### src/include/rx_phy_ctrl_pkg.sv
// Purpose : constants for the serial receiver control bank
// Assumes : byte-wide registers behind a serial control port
// Notes   : offsets are the byte addresses of the control port
package rx_phy_ctrl_pkg;
  // ==========================================================
  // serial frame layout
  localparam int ADDR_W        = 15;
  localparam int DATA_W        = 8;
  localparam int INSTR_BITS    = 16;
  localparam int CNT_W         = 5;
  localparam int SYNC_STAGES   = 2;
  localparam int LANES         = 4;

  // ==========================================================
  // register offsets
  localparam logic [14:0] OFF_RECEIVER_MASTER_POWER_DOWN = 15'h0200;
  localparam logic [14:0] OFF_LANE_PD   = 15'h0201;
  localparam logic [14:0] OFF_MISC_PD   = 15'h0203;
  localparam logic [14:0] OFF_REC_RST   = 15'h0206;
  localparam logic [14:0] OFF_OP_MODE   = 15'h0230;

  // ==========================================================
  // values after reset
  localparam logic [7:0] RST_RECEIVER_MASTER_POWER_DOWN = 8'h01;
  localparam logic [7:0] RST_LANE_PD   = 8'h00;
  localparam logic [7:0] RST_MISC_PD   = 8'h00;
  localparam logic [7:0] RST_REC_RST   = 8'h01;
  localparam logic [7:0] RST_OP_MODE   = 8'h28;
  localparam logic [7:0] UNMAPPED_READ = 8'h00;

  // ==========================================================
  // field positions
  localparam int BIT_RECEIVER_MASTER_POWER_DOWN  = 0;
  localparam int BIT_SYNC_PD    = 1;
  localparam int BIT_REC_RST_N  = 0;
  localparam int BIT_HALF_RATE  = 5;
  localparam int BIT_OVERSAMPLE = 1;
  localparam int BIT_SWING      = 0;
  localparam int BIT_READ       = 15;
endpackage

### src/include/spi_frame_if.sv
// Purpose : carries decoded register accesses from the frame engine
// Assumes : strobes are one SYS_CLK cycle wide
// Notes   : rdata must be valid one cycle after rd_strobe
`timescale 1ns/1ps
interface spi_frame_if;
  logic                                wr_strobe;
  logic                                rd_strobe;
  logic [rx_phy_ctrl_pkg::ADDR_W-1:0]  addr;
  logic [rx_phy_ctrl_pkg::DATA_W-1:0]  wdata;
  logic [rx_phy_ctrl_pkg::DATA_W-1:0]  rdata;

  modport engine (output wr_strobe, output rd_strobe, output addr,
                  output wdata, input rdata);
  modport regs   (input wr_strobe, input rd_strobe, input addr,
                  input wdata, output rdata);
endinterface

### src/hw/serial_rx_phy_control_regs.sv
// Purpose : control bank of a four-lane serial receiver front end
// Assumes : control port pins are asynchronous to SYS_CLK
// Notes   : every control output comes straight from a flip-flop
`timescale 1ns/1ps
// Behaviour
// - master bit powers down all lanes, bias
// - per-lane power-down mask, bit x lane x
// - misc bit 1 powers down sync buffer
// - active-low recovery reset, resets to released
// - half-rate enable for high lane rates
// - oversample enable for low lane rates
// - mode bit 0 picks sync output swing
module serial_rx_phy_control_regs #(
  parameter int LANES = rx_phy_ctrl_pkg::LANES
) (
  input  wire logic             SYS_CLK,
  input  wire logic             RESET_N,
  input  wire logic             CLK_EN,
  input  wire logic             SCLK,
  input  wire logic             CS_N,
  input  wire logic             SDI,
  output logic                  SDO,
  output logic                  SDO_OE_N,
  output logic                  RECEIVER_POWER_DOWN_ALL,
  output logic                  BIAS_POWER_DOWN,
  output logic [LANES-1:0]      LANE_POWER_DOWN,
  output logic                  SYNC_OUT_BUFFER_POWER_DOWN,
  output logic                  RECOVERY_RESET_N,
  output logic                  HALF_RATE_RECOVERY_ENABLE,
  output logic                  INPUT_OVERSAMPLE_ENABLE,
  output logic                  SYNC_OUT_SWING_SELECT
);
  logic [1:0]       rst_pipe;
  logic             rst_n;
  logic [1:0]       sclk_pipe;
  logic [1:0]       cs_pipe;
  logic [1:0]       sdi_pipe;
  logic [7:0]       receiver_master_power_down, next_receiver_master_power_down;
  logic [7:0]       lane_pd, next_lane_pd;
  logic [7:0]       misc_pd, next_misc_pd;
  logic [7:0]       rec_rst, next_rec_rst;
  logic [7:0]       op_mode, next_op_mode;
  logic [7:0]       rdata, next_rdata;
  logic [LANES-1:0] lane_out, next_lane_out;

  spi_frame_if bus ();

  function automatic logic hit(input logic [14:0] a,
                               input logic [14:0] off);
    return a == off;
  endfunction

  // ==========================================================
  // reset release and pin synchronisers
  always_ff @(posedge SYS_CLK or negedge RESET_N) begin
    if (!RESET_N) begin
      rst_pipe <= 2'h0;
    end else if (CLK_EN) begin
      rst_pipe <= {rst_pipe[0], 1'b1};
    end
  end
  assign rst_n = rst_pipe[1];

  // cs idles high so a reset never looks like a frame start
  always_ff @(posedge SYS_CLK or negedge rst_n) begin
    if (!rst_n) begin
      sclk_pipe <= 2'h0;
      cs_pipe   <= 2'h3;
      sdi_pipe  <= 2'h0;
    end else if (CLK_EN) begin
      sclk_pipe <= {sclk_pipe[0], SCLK};
      cs_pipe   <= {cs_pipe[0], CS_N};
      sdi_pipe  <= {sdi_pipe[0], SDI};
    end
  end

  spi_frame_engine u_engine (
    .clk      (SYS_CLK),
    .rst_n    (rst_n),
    .ce       (CLK_EN),
    .sclk_s   (sclk_pipe[1]),
    .cs_n_s   (cs_pipe[1]),
    .sdi_s    (sdi_pipe[1]),
    .sdo      (SDO),
    .sdo_oe_n (SDO_OE_N),
    .bus      (bus.engine)
  );

  // ==========================================================
  // register file
  always_comb begin
    next_receiver_master_power_down = receiver_master_power_down;
    next_lane_pd   = lane_pd;
    next_misc_pd   = misc_pd;
    next_rec_rst   = rec_rst;
    next_op_mode   = op_mode;
    next_rdata     = rdata;
    // whole bytes stored, reserved bits included
    if (bus.wr_strobe) begin
      if (hit(bus.addr, rx_phy_ctrl_pkg::OFF_RECEIVER_MASTER_POWER_DOWN))
        next_receiver_master_power_down = bus.wdata;
      if (hit(bus.addr, rx_phy_ctrl_pkg::OFF_LANE_PD))
        next_lane_pd = bus.wdata;
      if (hit(bus.addr, rx_phy_ctrl_pkg::OFF_MISC_PD))
        next_misc_pd = bus.wdata;
      if (hit(bus.addr, rx_phy_ctrl_pkg::OFF_REC_RST))
        next_rec_rst = bus.wdata;
      // bits 4:2 stored as written; keeping them at 2 is up to software
      if (hit(bus.addr, rx_phy_ctrl_pkg::OFF_OP_MODE))
        next_op_mode = bus.wdata;
    end
    if (bus.rd_strobe) begin
      next_rdata = rx_phy_ctrl_pkg::UNMAPPED_READ;
      if (hit(bus.addr, rx_phy_ctrl_pkg::OFF_RECEIVER_MASTER_POWER_DOWN))
        next_rdata = receiver_master_power_down;
      if (hit(bus.addr, rx_phy_ctrl_pkg::OFF_LANE_PD))
        next_rdata = lane_pd;
      if (hit(bus.addr, rx_phy_ctrl_pkg::OFF_MISC_PD))
        next_rdata = misc_pd;
      if (hit(bus.addr, rx_phy_ctrl_pkg::OFF_REC_RST))
        next_rdata = rec_rst;
      if (hit(bus.addr, rx_phy_ctrl_pkg::OFF_OP_MODE))
        next_rdata = op_mode;
    end
    // master overrides the per-lane mask for every lane
    next_lane_out = next_lane_pd[LANES-1:0] |
                    {LANES{next_receiver_master_power_down[rx_phy_ctrl_pkg::BIT_RECEIVER_MASTER_POWER_DOWN]}};
  end

  always_ff @(posedge SYS_CLK or negedge rst_n) begin
    if (!rst_n) begin
      receiver_master_power_down <= rx_phy_ctrl_pkg::RST_RECEIVER_MASTER_POWER_DOWN;
      lane_pd   <= rx_phy_ctrl_pkg::RST_LANE_PD;
      misc_pd   <= rx_phy_ctrl_pkg::RST_MISC_PD;
      rec_rst   <= rx_phy_ctrl_pkg::RST_REC_RST;
      op_mode   <= rx_phy_ctrl_pkg::RST_OP_MODE;
      rdata     <= rx_phy_ctrl_pkg::UNMAPPED_READ;
      lane_out  <= '1;
    end else if (CLK_EN) begin
      receiver_master_power_down <= next_receiver_master_power_down;
      lane_pd   <= next_lane_pd;
      misc_pd   <= next_misc_pd;
      rec_rst   <= next_rec_rst;
      op_mode   <= next_op_mode;
      rdata     <= next_rdata;
      lane_out  <= next_lane_out;
    end
  end

  assign bus.rdata = rdata;

  // ==========================================================
  // control outputs
  assign RECEIVER_POWER_DOWN_ALL =
    receiver_master_power_down[rx_phy_ctrl_pkg::BIT_RECEIVER_MASTER_POWER_DOWN];
  assign BIAS_POWER_DOWN = receiver_master_power_down[rx_phy_ctrl_pkg::BIT_RECEIVER_MASTER_POWER_DOWN];
  assign LANE_POWER_DOWN = lane_out;
  assign SYNC_OUT_BUFFER_POWER_DOWN =
    misc_pd[rx_phy_ctrl_pkg::BIT_SYNC_PD];
  assign RECOVERY_RESET_N = rec_rst[rx_phy_ctrl_pkg::BIT_REC_RST_N];
  assign HALF_RATE_RECOVERY_ENABLE =
    op_mode[rx_phy_ctrl_pkg::BIT_HALF_RATE];
  assign INPUT_OVERSAMPLE_ENABLE =
    op_mode[rx_phy_ctrl_pkg::BIT_OVERSAMPLE];
  assign SYNC_OUT_SWING_SELECT = op_mode[rx_phy_ctrl_pkg::BIT_SWING];
endmodule

### src/hw/spi_frame_engine.sv
// Purpose : serial control port frame engine, oversampled by SYS_CLK
// Assumes : pins already synchronised; SCLK below one eighth of clk
// Notes   : 16-bit instruction (read flag, 15-bit address), one byte
`timescale 1ns/1ps
module spi_frame_engine (
  input  wire logic  clk,
  input  wire logic  rst_n,
  input  wire logic  ce,
  input  wire logic  sclk_s,
  input  wire logic  cs_n_s,
  input  wire logic  sdi_s,
  output logic       sdo,
  output logic       sdo_oe_n,
  spi_frame_if.engine bus
);
  typedef enum logic [1:0] {INSTR, DATA, DONE} frame_state_type;

  frame_state_type                           state, next_state;
  logic [rx_phy_ctrl_pkg::INSTR_BITS-1:0]    shift_in, next_shift_in;
  logic [rx_phy_ctrl_pkg::CNT_W-1:0]         count, next_count;
  logic [rx_phy_ctrl_pkg::DATA_W-1:0]        sout, next_sout;
  logic [rx_phy_ctrl_pkg::ADDR_W-1:0]        addr, next_addr;
  logic [rx_phy_ctrl_pkg::DATA_W-1:0]        wdata, next_wdata;
  logic                                      is_read, next_is_read;
  logic                                      loaded, next_loaded;
  logic                                      wr_strobe, next_wr_strobe;
  logic                                      rd_strobe, next_rd_strobe;
  logic                                      sclk_prev;
  logic                                      rise;
  logic                                      fall;

  assign rise = sclk_s & ~sclk_prev;
  assign fall = ~sclk_s & sclk_prev;

  // ==========================================================
  // frame decode
  always_comb begin
    next_state     = state;
    next_shift_in  = shift_in;
    next_count     = count;
    next_sout      = sout;
    next_addr      = addr;
    next_wdata     = wdata;
    next_is_read   = is_read;
    next_loaded    = loaded;
    next_wr_strobe = 1'b0;
    next_rd_strobe = 1'b0;
    if (cs_n_s) begin
      // a frame cut short is dropped whole, nothing is written
      next_state  = INSTR;
      next_count  = '0;
      next_loaded = 1'b0;
    end else begin
      if (rise && state != DONE) begin
        next_shift_in = {shift_in[rx_phy_ctrl_pkg::INSTR_BITS-2:0], sdi_s};
        next_count    = count + 5'h01;
      end
      case (state)
        INSTR: begin
          if (rise && count == 5'h0F) begin
            next_state     = DATA;
            next_count     = '0;
            next_is_read   = shift_in[rx_phy_ctrl_pkg::BIT_READ-1];
            next_addr      = {shift_in[rx_phy_ctrl_pkg::ADDR_W-2:0], sdi_s};
            next_rd_strobe = shift_in[rx_phy_ctrl_pkg::BIT_READ-1];
          end
        end
        DATA: begin
          if (rise && count == 5'h07) begin
            next_state     = DONE;
            next_wdata     = {shift_in[rx_phy_ctrl_pkg::DATA_W-2:0], sdi_s};
            next_wr_strobe = ~is_read;
          end
          if (fall && is_read) begin
            // first falling edge presents the MSB, later ones shift
            next_loaded = 1'b1;
            next_sout   = loaded ? {sout[6:0], 1'b0} : bus.rdata;
          end
        end
        DONE: begin
          next_state = DONE;
        end
        default: begin
          next_state = INSTR;
        end
      endcase
    end
  end

  always_ff @(posedge clk or negedge rst_n) begin
    if (!rst_n) begin
      state     <= INSTR;
      shift_in  <= '0;
      count     <= '0;
      sout      <= '0;
      addr      <= '0;
      wdata     <= '0;
      is_read   <= 1'b0;
      loaded    <= 1'b0;
      wr_strobe <= 1'b0;
      rd_strobe <= 1'b0;
      sclk_prev <= 1'b0;
    end else if (ce) begin
      state     <= next_state;
      shift_in  <= next_shift_in;
      count     <= next_count;
      sout      <= next_sout;
      addr      <= next_addr;
      wdata     <= next_wdata;
      is_read   <= next_is_read;
      loaded    <= next_loaded;
      wr_strobe <= next_wr_strobe;
      rd_strobe <= next_rd_strobe;
      sclk_prev <= sclk_s;
    end
  end

  assign bus.wr_strobe = wr_strobe;
  assign bus.rd_strobe = rd_strobe;
  assign bus.addr      = addr;
  assign bus.wdata     = wdata;
  assign sdo           = sout[rx_phy_ctrl_pkg::DATA_W-1];
  assign sdo_oe_n      = ~(~cs_n_s & is_read & (state != INSTR));
endmodule

### config.mk
export PLATFORM = sky130hd
export DESIGN_NAME = serial_rx_phy_control_regs
export DESIGN_NICKNAME = d
export VERILOG_FILES = /design/src/include/rx_phy_ctrl_pkg.sv /design/src/include/spi_frame_if.sv /design/src/hw/serial_rx_phy_control_regs.sv /design/src/hw/spi_frame_engine.sv
export SDC_FILE = /design/constraint.sdc
export NUM_CORES = 1
export LEC_CHECK = 0
export BUFFER_PORTS_ARGS = -buffer_cell sky130_fd_sc_hd__buf_2
export CAP_MARGIN = 5
export CORE_UTILIZATION = 60
export CTS_CLUSTER_SIZE = 14
export DETAILED_ROUTE_END_ITERATION = 6
export GPL_ROUTABILITY_DRIVEN = 0
export GPL_TIMING_DRIVEN = 1
export PLACE_DENSITY = 0.84
export SLEW_MARGIN = 20
export SYNTH_ARGS = -nofsm -noshare
export SYNTH_HDL_FRONTEND = slang
export SYNTH_SLANG_ARGS = --single-unit
### constraint.sdc
create_clock -name SYS_CLK -period 4.6 [get_ports SYS_CLK]
set_input_delay 0.46 -clock SYS_CLK [delete_from_list [all_inputs] [get_ports SYS_CLK]]
set_output_delay 0.46 -clock SYS_CLK [all_outputs]
set_load 0.02 [all_outputs]
==> metrics, run 1 <==
FP Rows 33; worst reg2reg setup slack 1.99 ns; Avg WL per Cell 19.4 um; Pre-antenna DRT Iters 4; Slew Viols, Final 0; Seq/Total Area, Yosys 56.2%; IO Port Bufs 18; crit path max fanout 15; Hold WS 0.168 ns; Worst-path clk slew 0.06 ns; Slowest cell on crit path dfrtp_1; Max clock buf depth 2; pin count of the biggest net entering global routing 67; synth warn 0; Peak VDD IR 0.000300 V; Crit Reg-Reg Endpoint op_mode[7]$_DFFE_PN0P_; Layout Nets 439; CTS Sinks 118; DIE AREA 9180 um2; GRT Util Overall 26.4%; crit-path max cell delay 0.61 ns; number of diodes 0; top cells by area, synth dfrtp_1 51%, mux2_2 18%, dfstp_2 5.0%; via count 3374; initial core utilization 63.0%; Synth top cells by count 108 x dfrtp_1, 86 x mux2_2, 28 x nor2_1; vias in the first global route 3505; endpoint of the worst hold path sclk_pipe[0]$_DFFE_PN0P_; post-synth top area cell dfrtp_1; worst slack at placement 2.00 ns; main combinational cell family by area after synthesis multiplexers; Post CTS Setup Buffer Count 0; Setup Total Neg Slack 0 ns; RSZ-0062 raised after global routing false; CTS tree done; worst-margin pin slew 0.836 ns; Core Area 8380 um2; Synth top area share 51.2%; worst r2r path cells 5; PwrDens 431 nW/um2; P&R area growth vs syn 14.1%; Critical Path RT 5.01 ns; post-DP HPWL 6900 um; Pleak 2.75 nW; Initial DRC Count 228; Vias per Instance 6.18; Congestion Overflow GR 0; Crit Path Class reg2reg; Slew HR 44.3%; Syn Std Cell Area 5280 um2; Synth Register Bits 118; number of buffers created by CTS 17; Hold Path Class in2reg; final setup fails 0; H-tree lvl count 4; initial antenna violation count 0; status completed; die height 95.8 um; clock skew 0.0115 ns; WL final 10600 um; final antenna-violating net count 0; DR DRC count 0; worst r2r src u_engine.bus.addr[1]$_DFFE_PN0P_; Syn Inst Count 406; Netlist cell types 55; fin crit period 2.61 ns; Hold Path Cell Cnt 2; Hold Vio Cnt, Final 0; Final WS setup 1.99 ns; number of synthesized flops with an enable pin 0; Post-Synthesis Net Count 417; layout cell share with drive strength beyond 1 36.3%; fmax 0.383 GHz; Main synth FF type dfrtp_1; first-pass GRT wire length 17500 um; Ports 19; Post-Synth Adder-Cell Area 1.18%; Synth Area in Compound Gates 6.23%; mux contribution to synthesized area 22.1%; critical path arrival 3.03 ns; Die Wd 95.8 um; most common cell in the synthesized netlist dfrtp_1; post-synthesis xor/xnor area fraction 0.332%; critical path, cell by cell or3_1, nand3b_1, or2_1, nor2_8, mux2_2; clock root cell clkbuf_8; worst hold start SCLK; Worst setup EP type flip-flop; post-layout util 71.9%; Tcrit/Tclk final 56.8%; Worst-Skew Late Latency 0.53 ns; MaxCap Viol Count 0; Synth Area in Simple Gates 11.5%; Startpoint Class flip-flop; Worst Setup SP u_engine.bus.addr[1]$_DFFE_PN0P_; mean cell area of the mapped netlist 13.0 um2; async set or reset register ratio after synthesis 100%
-- where the power goes --
group,leakage (nW),switching [mW],internal [mW]
sequential,1.56,0.0521,1.10
combinational,0.901,0.0476,0.0602
clock,0.287,0.466,0.868
-- worst max path at each step --
stage | to | slack, ns
finish | op_mode[7]$_DFFE_PN0P_ | 1.99
global route | op_mode[2]$_DFFE_PN0P_ | 1.82
CTS | op_mode[7]$_DFFE_PN0P_ | 1.98
detailed placement | op_mode[4]$_DFFE_PN0P_ | 2.00
global placement | op_mode[1]$_DFFE_PN0P_ | 2.07
floorplan | bus.rdata[0]$_DFFE_PN0P_ | 1.07
-- cell families (layout without fill, tap and decap cells) --
group           Yosys count  after routing
compound gates           52             52
xor+xnor                  2              2
fa+ha+maj                 5              5
buf+inv                  24             59
flops                   118            118
mux                     106            106
simple gates             99             99
-- flip-flops by register name, summed over array words and instances (netlist names), 5 cells and up --
register and cells:
receiver_master_power_down 8, u_engine.bus.wdata 8, u_engine.count 5, u_engine.shift_in 15
op_mode 8, rec_rst 8, u_engine.bus.addr 15, lane_pd 8
misc_pd 8, bus.rdata 8, u_engine.sout 8
-- through the flow --
stage,instances,instance area [um2],power (mW)
global placement,513,5410,1.27
floorplan,406,5280,1.24
CTS,546,6030,2.61
global route,546,6030,2.68
finish,546,6030,2.60
detailed placement,513,5410,1.28
-- critical path, delay by kind of cell (launching register included) --
family	cells	cell delay, ns
multiplexers	1	0.35
AND/OR/NAND/NOR	4	1.54
flip-flops	1	0.61
-- routing by layer --
layer | GRT usage [%] | routed length (um) | up-vias
li1 | - | - | 1519
met1 | 33.3 | 4570 | 1704
met2 | 41.8 | 5180 | 122
met3 | 8.45 | 571 | 29
met4 | 11.8 | 252 | 0
met5 | 0 | 0 | -
-- repair_timing --
item,in CTS,in global routing
hold buffers,1,0
resized for setup,0,0
endpoints found under the setup margin,0,0
hold endpoints to repair,2,0
-- final cells by class --
class	instances	area, um2
timing repair buffer	20	108
multi-input combinational	264	2180
clock inverter	11	148
sequential	118	2970
fill	549	2360
inverter	7	26.3
clock buffer	21	459
tap	105	131
-- cell usage in the layout, fill, tap and decap left out, types with 2 or more instances in the layout --
cell and count:
nand2_1 10, clkinv_2 2, and2_1 5, clkbuf_16 16
dfstp_2 10, bufinv_16 3, nand3_1 7, ha_1 5
nand3b_1 3, o32ai_1 3, nor2b_1 3, dfrtp_1 107
nor3_1 17, nand2b_1 2, clkbuf_8 4, nor3_2 2
buf_2 18, mux2i_1 20, or3_1 2, a2bb2oi_1 3
clkinvlp_4 4, a21oi_1 19, nor2_1 28, a221oi_1 3
mux2_2 86, a211oi_1 6, inv_1 7, o21ai_0 12
Power figures use the tool's default switching activity.
==> run 2, diff against run 1 <==
CORE_UTILIZATION = 55   (was 60)
PLACE_DENSITY = 0.81   (was 0.84)
clock period = 2.3 ns   (was 4.6 ns; I/O delays follow)
==> metrics, run 2 (synthesized netlist as in run 1, its figures left out) <==
PnR Total Power 4.89 mW (+88%); DIE AREA 10000 um2 (+8.9%); Hold Path Class in2async; Pleak 2.83 nW (+2.9%); clock root cell clkbuf_8; Initial DRC Count 175 (-23%); Vias per Instance 5.77 (-6.6%); via count 3406 (+0.95%); fin crit period 2.16 ns (-0.455 ns); worst reg2reg setup slack 0.14 ns (-1.85 ns); Ports 19 (unchanged); MaxCap Viol Count 0 (unchanged); status completed; P&R area growth vs syn 16.8%; most frequent cells in the layout 107 x dfrtp_1, 86 x mux2_2, 28 x nor2_1, 20 x mux2i_1, 19 x a21oi_1; Critical Path RT 2.69 ns (-2.32 ns); crit path max fanout 8 (-7); worst slack at placement 0.0734 ns (-1.93 ns); CTS Sinks 118 (unchanged); IO Port Bufs 18 (unchanged); fin area 6170 um2 (+2.3%); critical path arrival 2.55 ns (-0.48 ns); family with the most delay on the worst path simple AND/OR/NAND/NOR gates; Congestion Overflow GR 0 (unchanged); number of diodes 0 (unchanged); worst r2r src u_engine.bus.addr[1]$_DFFE_PN0P_; worst-margin pin slew 0.731 ns (-0.105 ns); Core Area 9280 um2 (+11%); biggest regs u_engine.bus.addr (15), u_engine.shift_in (15); Placement Cell Area 5570 um2 (+3.0%); Crit Reg-Reg Endpoint op_mode[7]$_DFFE_PN0P_; Startpoint Class flip-flop; layout cell share with drive strength beyond 1 38.0% (+1.7 points); Peak VDD IR 0.000401 V (+34%); RSZ-0062 raised after global routing false; final antenna-violating net count 0 (unchanged); DR DRC count 0 (unchanged); Die Wd 100 um (+4.4%); Hold Vio Cnt, Final 0 (unchanged); Slew Viols, Final 0 (unchanged); vias in the first global route 3715 (+6.0%); FP Rows 35 (+6.1%); Avg WL per Cell 18.0 um (-6.9%); H-tree lvl count 4 (unchanged); Max clock buf depth 2 (unchanged); Worst-Skew Late Latency 0.51 ns (-0.02 ns); Worst-path clk slew 0.06 ns (about the same); final setup fails 0 (unchanged); Slowest cell on crit path or3_1; worst r2r path cells 5 (unchanged); Final WS setup 0.140 ns (-1.85 ns); PwrDens 793 nW/um2 (+84%); critical path, cell by cell or3_1, nand3b_1, or2_1, nor2_8, mux2_2; CTS tree done; Slew HR 51.2% (+6.9 points); Pre-antenna DRT Iters 4 (unchanged); first-pass GRT wire length 18000 um (+2.9%); number of buffers created by CTS 17 (unchanged); Tcrit/Tclk final 93.9% (+37 points); initial antenna violation count 0 (unchanged); post-DP HPWL 7020 um (+1.9%); GRT Util Overall 23.7% (-2.7 points); Buf+Inv Stages, Crit Path 0 (unchanged); Setup Total Neg Slack 0 ns (unchanged); WL final 10600 um (+0.64%); pin count of the biggest net entering global routing 117 (+75%); die height 100 um (+4.4%); Worst setup EP type flip-flop; initial core utilization 56.9% (-6.1 points); Layout Nets 459 (+4.6%); crit-path max cell delay 0.45 ns (-0.16 ns); most common cell after layout, fill and taps aside dfrtp_1; Crit Path Class reg2reg; clock skew 0.00928 ns (-0.00219 ns); fmax 0.463 GHz (+21%)
-- run 2: cell types whose count changed in the layout (fill, tap and decap cells not counted), sizes merged --
| cell | delta |
|---|---|
| clkbuf | +1 |
| inv | -1 |
| dlygate4sd3 | +3 |
| clkinvlp | -1 |
| clkinv | +3 |
| bufinv | -2 |
| buf | +17 |
-- run 2: timing repair --
action	4_1_cts	5_1_grt
endpoints found under the setup margin	0	8
hold endpoints to repair	5	0
gates resized for setup	0	0
hold buffers	4	0
setup buffers	0	1
-- run 2: final cells by class --
cell class              instances  area [um2]
multi-input cells             264        2180
clock inverters                10        82.6
repair buffers                 40         290
fillers                       653        3120
inverters                       7        26.3
flip-flops and latches        118        2970
well taps                     129         161
clock buffers                  22         453
-- run 2: power by group --
group | switching (mW) | total, mW | internal [mW] | leakage (nW)
clock | 0.882 | 2.36 | 1.47 | 0.260
combinational | 0.0954 | 0.221 | 0.125 | 1.01
sequential | 0.111 | 2.32 | 2.20 | 1.56
-- run 2: worst max-delay path by stage --
stage,from,to,slack [ns],depth (start not counted)
2_1_floorplan,u_engine.bus.addr[2]$_DFFE_PN0P_,op_mode[0]$_DFFE_PN0P_,0.13,8
3_3_place_gp,u_engine.bus.addr[1]$_DFFE_PN0P_,op_mode[1]$_DFFE_PN0P_,0.19,5
3_5_place_dp,u_engine.bus.addr[10]$_DFFE_PN0P_,lane_pd[6]$_DFFE_PN0P_,0.07,6
4_1_cts,u_engine.bus.addr[10]$_DFFE_PN0P_,lane_pd[3]$_DFFE_PN0P_,0.05,6
5_1_grt,u_engine.bus.addr[10]$_DFFE_PN0P_,lane_pd[6]$_DFFE_PN0P_,0.004,7
6_report,u_engine.bus.addr[1]$_DFFE_PN0P_,op_mode[7]$_DFFE_PN0P_,0.14,5
-- run 2: layer usage --
metal	global-route usage (%)	up-vias	part of all wire, %	routed length [um]
met5	0	-	0	0
met4	10.7	0	1.2	129
met3	4.87	13	3.8	406
met2	41.2	68	53	5590
met1	28.5	1766	42	4520
li1	-	1559	-	-
-- run 2: through the flow --
step	utilization, %	hold slack (ns)	cells
2_1_floorplan	-	-0.0656	406
6_report	66.4	0.0340	590
3_5_place_dp	60.0	0.0179	553
4_1_cts	66.2	0.00523	589
3_3_place_gp	60.0	0.0137	553
5_1_grt	66.4	0.0295	590
==> run 3, diff against run 2 <==
--- a/config.mk
+++ b/config.mk
@@ -10,2 +10,3 @@
 export CORE_UTILIZATION = 55
+export CTS_CLUSTER_DIAMETER = 60
 export CTS_CLUSTER_SIZE = 14
==> constraint.sdc (replaced) <==
create_clock -name SYS_CLK -period 2.3 [get_ports SYS_CLK]
set_input_delay 0.345 -clock SYS_CLK [delete_from_list [all_inputs] [get_ports SYS_CLK]]
set_output_delay 0.345 -clock SYS_CLK [all_outputs]
set_load 0.02 [all_outputs]
==> metrics, run 3 (synthesized netlist as in run 1, its figures left out) <==
status completed; worst r2r path cells 5 (unchanged); Slew Viols, Final 0 (unchanged); Max clock buf depth 2 (unchanged); crit path max fanout 8 (unchanged); vias in the first global route 3482 (-6.3%); clock skew 0.00858 ns (-0.000694 ns); Slew HR 47.3% (-3.9 points); worst slack at placement 0.135 ns (+0.0617 ns); CTS Sinks 118 (unchanged); Hold Path Cell Cnt 2; final antenna-violating net count 0 (unchanged); H-tree lvl count 4 (unchanged); met1 Usage GRT 27.9% (-0.56 points); Peak VDD IR 0.000474 V (+18%); Multi-input gate area 2180 um2 (unchanged); IO Port Bufs 18 (unchanged); Seq pwr share 48.1% (+0.8 points); Worst-path clk slew 0.05 ns (about the same); Hold Path Class in2reg; Setup Total Neg Slack 0 ns (unchanged); FP Rows 35 (unchanged); critical path arrival 2.56 ns (about the same); DIE AREA 10000 um2 (unchanged); Layout Nets 458 (-0.22%); PwrDens 785 nW/um2 (-1.0%); final setup fails 0 (unchanged); most common cell after layout, fill and taps aside dfrtp_1; # fillers 661 (+1.2%); Hold Vio Cnt, Final 0 (unchanged); clock network fraction of total power 47.3% (-0.8 points); GR Util met3 6.20% (+1.3 points); Die Wd 100 um (unchanged); Initial DRC Count 222 (+27%); worst-margin pin slew 0.789 ns (+0.0578 ns); first-pass GRT wire length 17300 um (-3.6%); worst r2r src u_engine.bus.addr[1]$_DFFE_PN0P_; switching share of power 22.6% (+0.39 points); Startpoint Class flip-flop; CTS tree done; clock root cell clkbuf_8; met2 usage 38.8% (-2.3 points); DR DRC count 0 (unchanged); Placement Cell Area 5590 um2 (+0.27%); Critical Path RT 2.69 ns (about the same); Reg area 2970 um2 (unchanged); Ports 19 (unchanged); Pre-antenna DRT Iters 5 (+1); Core Area 9280 um2 (unchanged); layout cell share with drive strength beyond 1 38.3% (+0.30 points); Congestion Overflow GR 0 (unchanged); GRT Util Overall 23.1% (-0.57 points); PnR Total Power 4.82 mW (-1.5%); most frequent cells in the layout 107 x dfrtp_1, 86 x mux2_2, 28 x nor2_1, 20 x mux2i_1, 19 x a21oi_1; WL final 10500 um (-1.7%); initial antenna violation count 0 (unchanged); biggest regs u_engine.bus.addr (15), u_engine.shift_in (15); Tcrit/Tclk final 94.1% (+0.19 points); Final WS setup 0.136 ns (-0.00428 ns); pin count of the biggest net entering global routing 117 (unchanged); combinational share of power 4.6% (about the same); Vias per Instance 5.76 (-0.30%); MaxCap Viol Count 0 (unchanged); internal power 3.73 mW (-2.0%); initial core utilization 56.9% (unchanged); Crit Path Class reg2reg; RSZ-0062 raised after global routing false; P&R area growth vs syn 16.3%; number of buffers created by CTS 17 (unchanged); fin area 6140 um2 (-0.47%); worst hold start SDI; fmax 0.462 GHz (-0.20%); Worst-Skew Late Latency 0.52 ns (about the same); fin crit period 2.16 ns (+0.00428 ns); Pleak 2.82 nW (-0.41%); post-DP HPWL 7000 um (-0.27%); via count 3390 (-0.47%); Avg WL per Cell 17.8 um (-1.6%); number of diodes 0 (unchanged); Worst Setup SP u_engine.bus.addr[1]$_DFFE_PN0P_; post-layout util 66.1% (-0.31 points); switching pwr 1.09 mW (+0.25%); die height 100 um (unchanged); grt peak-use layer met2; Worst setup EP type flip-flop
-- run 3: cell count changes in the layout (fill, tap and decap cells not counted), sizes merged --
cell / previous run / this run
buf: 36 / 38
bufinv: 1 / 0
clkbuf: 22 / 24
clkinv: 6 / 5
dlygate4sd3: 4 / 1
-- run 3: per-layer routing --
| metal | up-vias | routed length (um) |
|---|---|---|
| li1 | 1558 | - |
| met1 | 1719 | 4490 |
| met2 | 86 | 5220 |
| met3 | 27 | 449 |
| met4 | 0 | 301 |
| met5 | - | 0 |
-- run 3: final timing paths --
kind,endpoint,slack (ns)
min reg2reg,u_engine.sout[0]$_DFFE_PN0P_,0.40
min,sdi_pipe[0]$_DFFE_PN0P_,0.06
min in group asynchronous,rst_pipe[0]$_DFFE_PN0P_,0.13
max,op_mode[4]$_DFFE_PN0P_,0.14
max in group asynchronous,u_engine.bus.wdata[1]$_DFFE_PN0P_,1.41
max reg2reg,op_mode[4]$_DFFE_PN0P_,0.14
-- run 3: power groups by stage --
stage          combinational [mW]  sequential, mW  clock [mW]
2_1_floorplan               0.173            2.31           0
3_3_place_gp                0.205            2.34           0
3_5_place_dp                0.220            2.35           0
4_1_cts                     0.224            2.32        2.31
5_1_grt                     0.246            2.33        2.41
6_report                    0.223            2.32        2.28
-- run 3: worst max-delay path: stages, from the launching register on --
cell and delay, ns:
dfrtp_1 0.37, or3_1 0.45, nand3b_1 0.30, or2_1 0.38
nor2_8 0.18, mux2_2 0.36
-- run 3: final cells by class --
class / count / area share [%]
sequential: 118 / 48.4
clock inverter: 8 / 0.836
multi-input combinational: 264 / 35.6
timing repair buffer: 39 / 4.48
clock buffer: 24 / 7.66
inverter: 7 / 0.428
tap: 129 / 2.63
-- run 3: timing repair --
action | 4_1_cts | 5_1_grt
endpoints found under the setup margin | 0 | 8
setup buffers | 0 | 1
hold endpoints to repair | 2 | 0
hold buffers | 1 | 0
gates resized for setup | 0 | 0
-- run 3: metrics by stage --
step / instances / hold slack, ns
after floorplan: 406 / 0.0494
after global routing: 589 / 0.0613
after global placement: 555 / 0.129
final: 589 / 0.0570
after detailed placement: 555 / 0.132
after CTS: 588 / 0.0457
